File: src/shared/sec_err_pkg.sv
package sec_err_pkg;

    // Register offsets in extended configuration space (byte addresses)
    localparam logic [11:0] OFF_SEVERITY = 12'h134;
    localparam logic [11:0] OFF_FIRST_PTR = 12'h138;
    localparam logic [11:0] OFF_LOG_W0 = 12'h13c;
    localparam logic [11:0] OFF_LOG_W1 = 12'h140;
    localparam logic [11:0] OFF_LOG_W2 = 12'h144;
    localparam logic [11:0] OFF_LOG_W3 = 12'h148;

    // Number of error classes, one per status bit position 13..0
    localparam int NUM_CLASSES = 14;

    // Severity register layout and reset
    localparam logic [13:0] SEV_RESET = 14'h1340;
    localparam logic [13:0] SEV_WRITABLE = 14'h3fee;
    localparam logic [13:0] SEV_FUNCTIONAL = 14'h1e8c;

    // Severity bit positions of each class
    localparam int INTERNAL_FAULT_LEVEL = 13;
    localparam int SYSTEM_ERR_SEEN_LEVEL = 12;
    localparam int PARITY_ERR_SEEN_LEVEL = 11;
    localparam int DELAYED_TXN_EXPIRY_LEVEL = 10;
    localparam int BAD_ADDRESS_LEVEL = 9;
    localparam int ATTRIBUTE_FAULT_LEVEL = 8;
    localparam int BAD_PAYLOAD_LEVEL = 7;
    localparam int SPLIT_MSG_PAYLOAD_LEVEL = 6;
    localparam int UNEXPECTED_SPLIT_LEVEL = 5;
    localparam int INITIATOR_ABORT_LEVEL = 3;
    localparam int RESPONDER_ABORT_LEVEL = 2;
    localparam int SPLIT_INITIATOR_ABORT_LEVEL = 1;

    // First error pointer field
    localparam int PTR_WIDTH = 5;
    localparam logic [4:0] PTR_RESET = 5'h00;

    // Failing cycle log layout
    localparam int LOG_WIDTH = 128;
    localparam int LOG_CMD_FIRST_LSB = 36;
    localparam int LOG_CMD_SECOND_LSB = 40;
    localparam int LOG_ADDR_FIRST_LSB = 64;
    localparam int LOG_ADDR_SECOND_LSB = 96;
    localparam logic [127:0] LOG_RESET = 128'h0;

    // Secondary PCI cycle that caused an error
    typedef struct packed {
        logic [31:0] addrFirst;
        logic [31:0] addrSecond;
        logic [3:0] cmdFirst;
        logic [3:0] cmdSecond;
        logic dualAddr;
    } cycle_info_t;

    // Upstream error message request
    typedef struct packed {
        logic valid;
        logic fatal;
    } err_msg_t;

    // Configuration access request
    typedef struct packed {
        logic [11:0] addr;
        logic [3:0] byteEn;
        logic [31:0] wrData;
        logic wrEn;
        logic rdEn;
    } cfg_req_t;

endpackage

File: src/sec_err_log_capture.sv
`timescale 1ns/1ps
`default_nettype none

module sec_err_log_capture (
    // Clock and resets
    input wire logic clk_sys,
    input wire logic resetn,
    input wire logic syncClear,
    // Capture request
    input wire logic capture,
    input wire sec_err_pkg::cycle_info_t cycleInfo,
    // Log contents
    output logic [127:0] logData
);

    logic [127:0] log_ff;
    logic [127:0] nxt_log;
    logic [31:0] upperAddr;

    // Single-address cycles leave the upper address word at zero
    assign upperAddr = cycleInfo.dualAddr ? cycleInfo.addrSecond : 32'h0;

    // Attribute and reserved spans stay zero by construction
    always_comb begin
        nxt_log = 128'h0;
        nxt_log[sec_err_pkg::LOG_ADDR_FIRST_LSB +: 32] = cycleInfo.addrFirst;
        nxt_log[sec_err_pkg::LOG_ADDR_SECOND_LSB +: 32] = upperAddr;
        nxt_log[sec_err_pkg::LOG_CMD_FIRST_LSB +: 4] = cycleInfo.cmdFirst;
        if (cycleInfo.dualAddr) begin
            nxt_log[sec_err_pkg::LOG_CMD_SECOND_LSB +: 4] = cycleInfo.cmdSecond;
        end
    end

    // Newest error overwrites the log
    always_ff @(posedge clk_sys or negedge resetn) begin
        if (!resetn) begin
            log_ff <= sec_err_pkg::LOG_RESET;
        end else if (syncClear) begin
            log_ff <= sec_err_pkg::LOG_RESET;
        end else if (capture) begin
            log_ff <= nxt_log;
        end
    end

    assign logData = log_ff;

endmodule // sec_err_log_capture

`default_nettype wire

File: src/secondary_error_severity_log.sv
// How it works
// - Severity register at 0x134, set means fatal
// - Severity resets to 0x00001340
// - Unmasked error, severity one: fatal message
// - Unmasked error, severity zero: nonfatal message
// - Bit 10 classifies discard timer expiry
// - PCI-X severity bits are plain storage
// - Severity reserved bits read zero
// - Three resets restore all marked fields
// - Read-only first error pointer at 0x138
// - Pointer bits 31:5 read zero
// - Log captures cycle of latest error
// - Log read as four words 0x13c-0x148
// - Address phases in bits 95:64, 127:96
// - Single address cycle zeroes bits 127:96
// - First phase command in bits 39:36
// - Second phase command in bits 43:40
// - Log bits 35:0 read zero
// - Log bits 63:44 read zero
// - Masked errors cause no effect
`timescale 1ns/1ps
`default_nettype none

module secondary_error_severity_log (
    // Clock and power-on reset
    input wire logic clk_sys,
    input wire logic resetn,
    // Other reset sources, synchronous, active low
    input wire logic pcieResetN,
    input wire logic global_reset_inputN,
    // Configuration access
    input wire sec_err_pkg::cfg_req_t cfgReq,
    output logic cfgHit,
    output logic cfgRdValid,
    output logic [31:0] cfgRdData,
    // Secondary PCI error sources
    input wire logic [13:0] errEvent,
    input wire sec_err_pkg::cycle_info_t errCycle,
    // Mask and status registers held elsewhere
    input wire logic [13:0] errMask,
    input wire logic statusPending,
    // Results
    output logic [13:0] statusSet,
    output sec_err_pkg::err_msg_t errMsg,
    output logic [13:0] severity,
    output logic [4:0] earliest_fault_index
);

    // Highest pending class wins when several fire together
    function automatic logic [4:0] pick_class(input logic [13:0] vec);
        logic [4:0] idx;
        idx = 5'h00;
        for (int i = 0; i < sec_err_pkg::NUM_CLASSES; i++) begin
            if (vec[i]) begin
                idx = 5'(i);
            end
        end
        return idx;
    endfunction

    // Byte-enable merge used for every writable word
    function automatic logic [31:0] merge_bytes(
        input logic [31:0] oldVal,
        input logic [31:0] newVal,
        input logic [3:0] be
    );
        logic [31:0] res;
        res = oldVal;
        for (int b = 0; b < 4; b++) begin
            if (be[b]) begin
                res[b*8 +: 8] = newVal[b*8 +: 8];
            end
        end
        return res;
    endfunction

    // Compare an access address with a register offset
    function automatic logic addr_is(input logic [11:0] a, input logic [11:0] off);
        return a[11:2] == off[11:2];
    endfunction

    //------------------------------------------------------------
    // Reset combining
    //------------------------------------------------------------

    // Fundamental and global resets act as synchronous clears
    logic syncClear;
    assign syncClear = !pcieResetN || !global_reset_inputN;

    //------------------------------------------------------------
    // Address decode
    //------------------------------------------------------------

    logic hitSev;
    logic hitPtr;
    logic hitLog0;
    logic hitLog1;
    logic hitLog2;
    logic hitLog3;
    logic hitAny;
    logic sevWrite;

    // One aligned word per register
    assign hitSev = addr_is(cfgReq.addr, sec_err_pkg::OFF_SEVERITY);
    assign hitPtr = addr_is(cfgReq.addr, sec_err_pkg::OFF_FIRST_PTR);
    assign hitLog0 = addr_is(cfgReq.addr, sec_err_pkg::OFF_LOG_W0);
    assign hitLog1 = addr_is(cfgReq.addr, sec_err_pkg::OFF_LOG_W1);
    assign hitLog2 = addr_is(cfgReq.addr, sec_err_pkg::OFF_LOG_W2);
    assign hitLog3 = addr_is(cfgReq.addr, sec_err_pkg::OFF_LOG_W3);
    assign hitAny = hitSev | hitPtr | hitLog0 | hitLog1 | hitLog2 | hitLog3;
    assign cfgHit = hitAny;

    // Writes to pointer and log words are dropped: they are read-only
    assign sevWrite = cfgReq.wrEn && hitSev;

    //------------------------------------------------------------
    // Severity register
    //------------------------------------------------------------

    logic [13:0] sev_ff;
    logic [31:0] sevMerged;
    logic [13:0] nxt_sev;

    // Reserved positions are never stored, so they always read zero
    assign sevMerged = merge_bytes({18'h0, sev_ff}, cfgReq.wrData, cfgReq.byteEn);
    assign nxt_sev = sevMerged[13:0] & sec_err_pkg::SEV_WRITABLE;

    // PCI-X bits are held here like the rest but steer nothing
    always_ff @(posedge clk_sys or negedge resetn) begin
        if (!resetn) begin
            sev_ff <= sec_err_pkg::SEV_RESET;
        end else if (syncClear) begin
            sev_ff <= sec_err_pkg::SEV_RESET;
        end else if (sevWrite) begin
            sev_ff <= nxt_sev;
        end
    end

    assign severity = sev_ff;

    //------------------------------------------------------------
    // Error qualification
    //------------------------------------------------------------

    logic [13:0] liveErr;
    logic [13:0] fatalErr;
    logic anyErr;
    logic anyFatal;

    // PCI-X classes never fire here, and masked classes are dropped
    assign liveErr = errEvent & ~errMask & sec_err_pkg::SEV_FUNCTIONAL;

    // Severity is sampled in the same cycle the event is seen
    assign fatalErr = liveErr & sev_ff;
    assign anyErr = |liveErr;
    assign anyFatal = |fatalErr;

    //------------------------------------------------------------
    // Status set pulses and upstream message
    //------------------------------------------------------------

    logic [13:0] statusSet_ff;
    sec_err_pkg::err_msg_t msg_ff;
    sec_err_pkg::err_msg_t nxt_msg;

    // A fatal class in the batch makes the whole message fatal
    assign nxt_msg = '{valid: anyErr, fatal: anyErr && anyFatal};

    // Status pulse and message leave on the same edge as the log load
    always_ff @(posedge clk_sys or negedge resetn) begin
        if (!resetn) begin
            statusSet_ff <= 14'h0;
            msg_ff <= '0;
        end else if (syncClear) begin
            statusSet_ff <= 14'h0;
            msg_ff <= '0;
        end else begin
            statusSet_ff <= liveErr;
            msg_ff <= nxt_msg;
        end
    end

    assign statusSet = statusSet_ff;
    assign errMsg = msg_ff;

    //------------------------------------------------------------
    // First error pointer
    //------------------------------------------------------------

    logic [4:0] ptr_ff;
    logic ptrLoad;

    // Only the first error after the status register empties is kept;
    // later ones are dropped while the pending status stays set
    assign ptrLoad = anyErr && !statusPending;

    always_ff @(posedge clk_sys or negedge resetn) begin
        if (!resetn) begin
            ptr_ff <= sec_err_pkg::PTR_RESET;
        end else if (syncClear) begin
            ptr_ff <= sec_err_pkg::PTR_RESET;
        end else if (ptrLoad) begin
            ptr_ff <= pick_class(liveErr);
        end
    end

    assign earliest_fault_index = ptr_ff;

    //------------------------------------------------------------
    // Failing cycle log
    //------------------------------------------------------------

    logic [127:0] logData;

    // Masked errors never reach the capture strobe
    sec_err_log_capture logUnit (
        .clk_sys(clk_sys),
        .resetn(resetn),
        .syncClear(syncClear),
        .capture(anyErr),
        .cycleInfo(errCycle),
        .logData(logData)
    );

    //------------------------------------------------------------
    // Read path
    //------------------------------------------------------------

    logic [31:0] rdMux;
    logic [31:0] rdData_ff;
    logic rdValid_ff;

    // Unmapped offsets answer zero so the bus never stalls
    assign rdMux = hitSev ? {18'h0, sev_ff} :
                   hitPtr ? {27'h0, ptr_ff} :
                   hitLog0 ? logData[31:0] :
                   hitLog1 ? logData[63:32] :
                   hitLog2 ? logData[95:64] :
                   hitLog3 ? logData[127:96] :
                   32'h0;

    // Read data is registered; valid follows the strobe by one cycle
    always_ff @(posedge clk_sys or negedge resetn) begin
        if (!resetn) begin
            rdData_ff <= 32'h0;
            rdValid_ff <= 1'b0;
        end else begin
            rdValid_ff <= cfgReq.rdEn;
            if (cfgReq.rdEn) begin
                rdData_ff <= rdMux;
            end
        end
    end

    assign cfgRdData = rdData_ff;
    assign cfgRdValid = rdValid_ff;

endmodule // secondary_error_severity_log

`default_nettype wire

File: config.mk
export PLATFORM = sky130hd
export DESIGN_NAME = secondary_error_severity_log
export DESIGN_NICKNAME = d
export VERILOG_FILES = /design/src/shared/sec_err_pkg.sv /design/src/sec_err_log_capture.sv /design/src/secondary_error_severity_log.sv
export SDC_FILE = /design/constraint.sdc
export NUM_CORES = 1
export LEC_CHECK = 0
export BUFFER_PORTS_ARGS = -buffer_cell sky130_fd_sc_hd__buf_2
export CORE_ASPECT_RATIO = 1.4
export CORE_MARGIN = 2
export CORE_UTILIZATION = 52
export DETAILED_ROUTE_END_ITERATION = 10
export GPL_TIMING_DRIVEN = 0
export PLACE_DENSITY = 0.84
export SETUP_SLACK_MARGIN = 0.4
export SLEW_MARGIN = 20
export SYNTH_ARGS = -nofsm -noshare
export SYNTH_HDL_FRONTEND = slang
export SYNTH_SLANG_ARGS = --single-unit
File: constraint.sdc
create_clock -name clk_sys -period 3.6 [get_ports clk_sys]
set_clock_uncertainty 0.05 [all_clocks]
set_input_delay 0.72 -clock clk_sys [delete_from_list [all_inputs] [get_ports clk_sys]]
set_output_delay 0.72 -clock clk_sys [all_outputs]
set_load 0.02 [all_outputs]
Yosys cells after proc, flatten, opt, wreduce, memory -nomap -nowiden

Index checks and enable logic that the tools add are counted.

Output and inout bits: 69
Logic and storage cells: 65
Register bits: 196

Eq/ne operators: 6
Reduce and logical (&&, ||, !) cells: 16
Mux-type cells: 25
Bitwise logic cells: 8

Operators by type and width:

| operator              | number |
|---|---|
| $mux W128             | 2 |
| $mux W32              | 7 |
| $eq A10 B7 Y1 const B | 6 |
| $mux W5               | 8 |
| $mux W14              | 2 |
| $and A13 B14 Y14      | 1 |
| $reduce_or A14 Y1     | 1 |
| $and A13 B13 Y13      | 1 |
| $mux W13              | 1 |
| $not A13 Y13          | 1 |
| $reduce_bool A2 Y1    | 5 |
| $mux W8               | 1 |
| $reduce_or A7 Y1      | 1 |
| $mux W6               | 1 |
| $or A1 B1 Y1          | 5 |
| $mux W2               | 2 |
| $mux W4               | 1 |
| $reduce_and A2 Y1     | 2 |
| $logic_and A1 B1 Y1   | 3 |
| $logic_not A1 Y1      | 3 |
| $logic_or A1 B1 Y1    | 1 |

Depth between registers and ports, before layout

Word-level depth: 11
Depth in mapped cells: 6
Mapped depth without buffers: 4

Modules after synthesis

Synthesis repeated with hierarchy kept, for this count alone.

Cell total of the unflattened synthesis: 765
Area, all modules: 7173.1 um2

By module, submodules not included:

| module                       | cells an instance | instances | area an instance (um2) | seq. area each (um2) |
|---|---|---|---|---|
| secondary_error_severity_log | 505               | 1         | 3922.5                 | 1456.4 |
| sec_err_log_capture          | 260               | 1         | 3250.6                 | 1801.7 |

Worst setup path before layout

No wires, ideal clock.

Path kind: input-to-output
From: input cfgReq[49] in the netlist's numbering
To: output cfgHit
Arrival: 1.969 ns
Stages on the path: 4
Required time: 2.830 ns
Setup slack: 0.861 ns
Buffers on the path: 0
Cells stage by stage: nor4_1 -> nand2_1 -> a21o_1 -> a221oi_1

Word-level cells in the longest chain between the ends: 6
Elaborated cells on any way between the ends: 11
Classes of those cells: eq/ne: 6; bitwise: 5

Ends and longest elaborated chain:

| what                       | line                                | RTL |
|---|---|---|
| start: declaration         | secondary_error_severity_log.sv:32  | `input wire sec_err_pkg::cfg_req_t cfgReq,` |
| $eq A10 B7 Y1              | secondary_error_severity_log.sv:79  | `return a[11:2] == off[11:2];` |
| $or A1 B1 Y1 (4 in series) | secondary_error_severity_log.sv:110 | `assign hitAny = hitSev \| hitPtr \| hitLog0 \| hitLog1 \| hitLog2 \| hitLog3;` |
| $or A1 B1 Y1 (*)           | secondary_error_severity_log.sv:110 |  |
| end: declaration           | secondary_error_severity_log.sv:33  | `output logic cfgHit,` |

Every way passes the cells marked *; elsewhere a longest branch is shown, timed or not.

Worst setup path after layout

Ends and elaborated chain as after synthesis.

==> reports/metrics.csv <==
stage,metric,value,unit
global_route,largest net degree at the start of global routing,87,
placement,I/O Buffers,176,
power_and_ir_drop,maximum VDD drop,0.367,mV
timing,fmax,0.329,GHz
timing,Final period util,84.3,%
logic_synthesis,Synth Warn #,0,
run,total of max-cap violations,0,
clock_network,Worst-path clk slew,0.06,ns
critical_path,Startpoint Class,primary input,
die,die area,11400,µm²
detailed_routing,vias post-DR,4711,
critical_path,critical-path cell list,"buf_2, nor4_2, nand2_1, a21o_1, a221oi_1, buf_2",
power_and_ir_drop,Net Switching,0.767,mW
clock_network,Clock Tree Buf Depth,2,
detailed_routing,Detailed Routing Iterations Pass 1,5,
logic_synthesis,"Distinct cells, synth",47,
die,starting density of the core,53.2,%
placement,Area after DPL,6600,µm²
timing,Worst Tran Pin Value,0.906,ns
logic_synthesis,synthesized cell area,5480,µm²
power_and_ir_drop,Logic pwr share,7.9,%
finish,fill count,734,
critical_path,Worst Reg2Reg Path Length in Cells,3,
logic_synthesis,Gate Count Post-Synth,450,
finish,share of layout cells above drive strength 1,35.5,%
detailed_routing,DR DRC count,0,
placement,RePlAce Congestion,0.965,
detailed_routing,drt total wl,15900,µm
timing,Tmin final,3.04,ns
critical_path,CP dominant cell by count,buf_2,
logic_synthesis,number of enable flip-flop cells after synthesis,0,
clock_network,Clk Tree Root Cell,clkbuf_16,
power_and_ir_drop,Pleak,3.60,nW
die,DIE HEIGHT,125,µm
detailed_routing,average via count per standard cell,5.84,
timing,Slew Limit Fails,0,
critical_path,CP max-delay cell,a221oi_1,
power_and_ir_drop,PnR Total Power,3.55,mW
power_and_ir_drop,P per Cell Area,491,nW/µm²
placement,DP HPWL,11800,µm
logic_synthesis,dominant synthesized flop cell,dfrtp_1,
finish,final core utilization,70.2,%
power_and_ir_drop,Clk pwr share,49.2,%
timing,Final setup viols,0,
clock_network,CTS tree,built,
global_route,number of global-route vias before repair,4883,
die,die width,90.8,µm
global_route,GRT Total Usage,28.0,%
power_and_ir_drop,Internal,2.78,mW
timing,Max-slew headroom,39.6,%
global_route,first-pass GRT wire length,25000,µm
critical_path,Crit Path Max Fanout,6,
die,core region area,10300,µm²
finish,fin area,7220,µm²
timing,WHS,0.190,ns
run_status,status,"complete, no violations",
power_and_ir_drop,switching share of power,21.6,%
detailed_routing,DRT iter0 DRCs,302,
critical_path,CP endpoint kind,output port,
timing,setup TNS after final layout,0,ns
critical_path,"Arr. time, crit path",2.27,ns
logic_synthesis,syn avg cell area,12.2,µm²
timing,Fin. Hold Viols,0,
die,Ports,225,
clock_network,Hold Buf Count CTS,0,
clock_network,Max H-tree Level,4,
critical_path,crit-path max cell delay,0.40,ns
global_route,global route overflow,0,
clock_network,worst skew pair latency,0.40,ns
detailed_routing,routed wire length per instance,19.7,µm
detailed_routing,ANT nets after route,0,
logic_synthesis,sequential share of the synthesized area,59.4,%
finish,nets,811,
finish,Area Overhead vs Synth,31.8,%
clock_network,post-CTS setup buffer count,0,
logic_synthesis,Yosys reg bits,130,
critical_path,Setup CP Type,primary input to output port,
timing,RSZ-0062 raised after global routing,no,
clock_network,Clock Sinks,130,
min_path,Hold Crit Class,primary input to async pin,
clock_network,CTS buffer count,17,
logic_synthesis,ys async rst share,100,%
critical_path,Worst EP required,2.83,ns
finish,diodes inserted,0,
power_and_ir_drop,Reg power frac,42.8,%
die,Placement Rows,44,
global_route,initial antenna violation count,0,
[registers in the layout, indices dropped and copies added (netlist names)]
signal / count
cfgRdValid: 1
cfgRdData: 32
statusSet: 7
severity: 12
logUnit.logData: 72
earliest_fault_index: 4
errMsg: 2
[path summary, 6_finish.rpt]
kind	slack, ns	startpoint	end
max in group asynchronous	2.51	resetn	severity[8]$_DFFE_PN1P_
worst max register to register	2.41	severity[10]$_DFFE_PN0P_	errMsg[0]$_DFF_PN0_
worst min-delay path	0.19	resetn	statusSet[9]$_DFF_PN0_
worst min register to register	0.44	cfgRdData[19]$_DFFE_PN0P_	cfgRdData[19]$_DFFE_PN0P_
min in group clk_sys	0.44	cfgRdData[19]$_DFFE_PN0P_	cfgRdData[19]$_DFFE_PN0P_
worst max-delay path	0.56	cfgReq[49]	cfgHit
[critical path: cells and delay by family]
| kind | cells | cell delay (ns) |
|---|---|---|
| AO/OA/AOI/OAI | 2 | 0.61 |
| buffers and inverters | 2 | 0.36 |
| AND/OR/NAND/NOR | 2 | 0.57 |
[stage by stage]
step	setup WS, ns	instances
5_1_grt	0.427	806
4_1_cts	0.452	806
3_3_place_gp	0.191	773
3_5_place_dp	0.464	774
6_report	0.564	806
2_1_floorplan	0.861	459
[synth_stat cells, types with 4 or more instances]
library cell | number | area, µm²
mux2i_1 | 14 | 140
clkbuf_1 | 22 | 82.6
buf_2 | 6 | 30.0
nand2b_1 | 8 | 50.1
nand3_1 | 6 | 30.0
o2bb2ai_1 | 21 | 184
dfrtp_1 | 126 | 3150
dfstp_2 | 4 | 105
a221o_1 | 9 | 90.1
a21oi_1 | 9 | 45.0
nor2_1 | 20 | 75.1
nand2_1 | 21 | 78.8
nor2b_1 | 14 | 87.6
o21ai_0 | 15 | 75.1
buf_4 | 10 | 75.1
a22o_1 | 74 | 648
a22oi_1 | 28 | 210
[power groups by stage]
stage	registers, mW	logic [mW]	clock network (mW)
2_1_floorplan	1.54	0.123	0
3_3_place_gp	1.54	0.264	0
3_5_place_dp	1.54	0.277	0
4_1_cts	1.52	0.279	1.76
5_1_grt	1.52	0.306	1.83
6_report	1.52	0.280	1.75
[final cells by class]
type / instances / area [µm²] / area share (%)
buffer: 43 / 225 / 3.12
clock buffer: 29 / 551 / 7.62
clock inverter: 3 / 65.1 / 0.901
inverter: 4 / 15.0 / 0.208
multi-input combinational: 282 / 2020 / 28.0
sequential: 130 / 3260 / 45.1
tap: 138 / 173 / 2.39
timing repair buffer: 177 / 915 / 12.7
[cell usage in the layout (no fill, tap or decap), types with 3 or more instances in the layout]
cell,synthesis,routed
conb_1,1,10
nor3_1,3,3
dfstp_2,4,4
a22o_1,74,74
buf_1,3,3
clkbuf_1,22,26
nand2_1,21,21
o22a_1,3,3
o21ai_0,15,15
clkbuf_8,0,8
a22oi_1,28,28
nand2b_1,8,8
inv_1,3,3
nor2_1,20,20
clkbuf_16,0,17
mux2i_1,14,14
o2bb2ai_1,21,21
nor2b_1,14,14
buf_4,10,10
dfrtp_1,126,126
a221o_1,9,9
buf_2,6,181
nand3_1,6,6
a21oi_1,9,9
[per-layer routing]
| layer | vias to the layer above | wire (µm) | track usage [%] |
|---|---|---|---|
| li1 | 2103 | - | - |
| met1 | 2349 | 6070 | 33.7 |
| met2 | 222 | 8300 | 48.6 |
| met3 | 37 | 1060 | 6.33 |
| met4 | 0 | 452 | 11.8 |
| met5 | - | 0 | 0 |
[cells by family (layout without fill, tap and decap cells)]
| kind of cell | after synthesis | count (layout) | share of synthesized area (%) |
|---|---|---|---|
| buf+inv | 47 | 256 | 4.38 |
| other cells | 1 | 10 | 0.0684 |
| simple gates | 89 | 89 | 8.79 |
| compound gates | 169 | 169 | 24.8 |
| mux | 14 | 14 | 2.56 |
| flops | 130 | 130 | 59.4 |
[repair_timing]
action,4_1_cts,5_1_grt
setup endpoints to repair,0,1
gates resized for setup,0,1
hold endpoints to repair,0,0
Power figures use the tool's default switching activity.
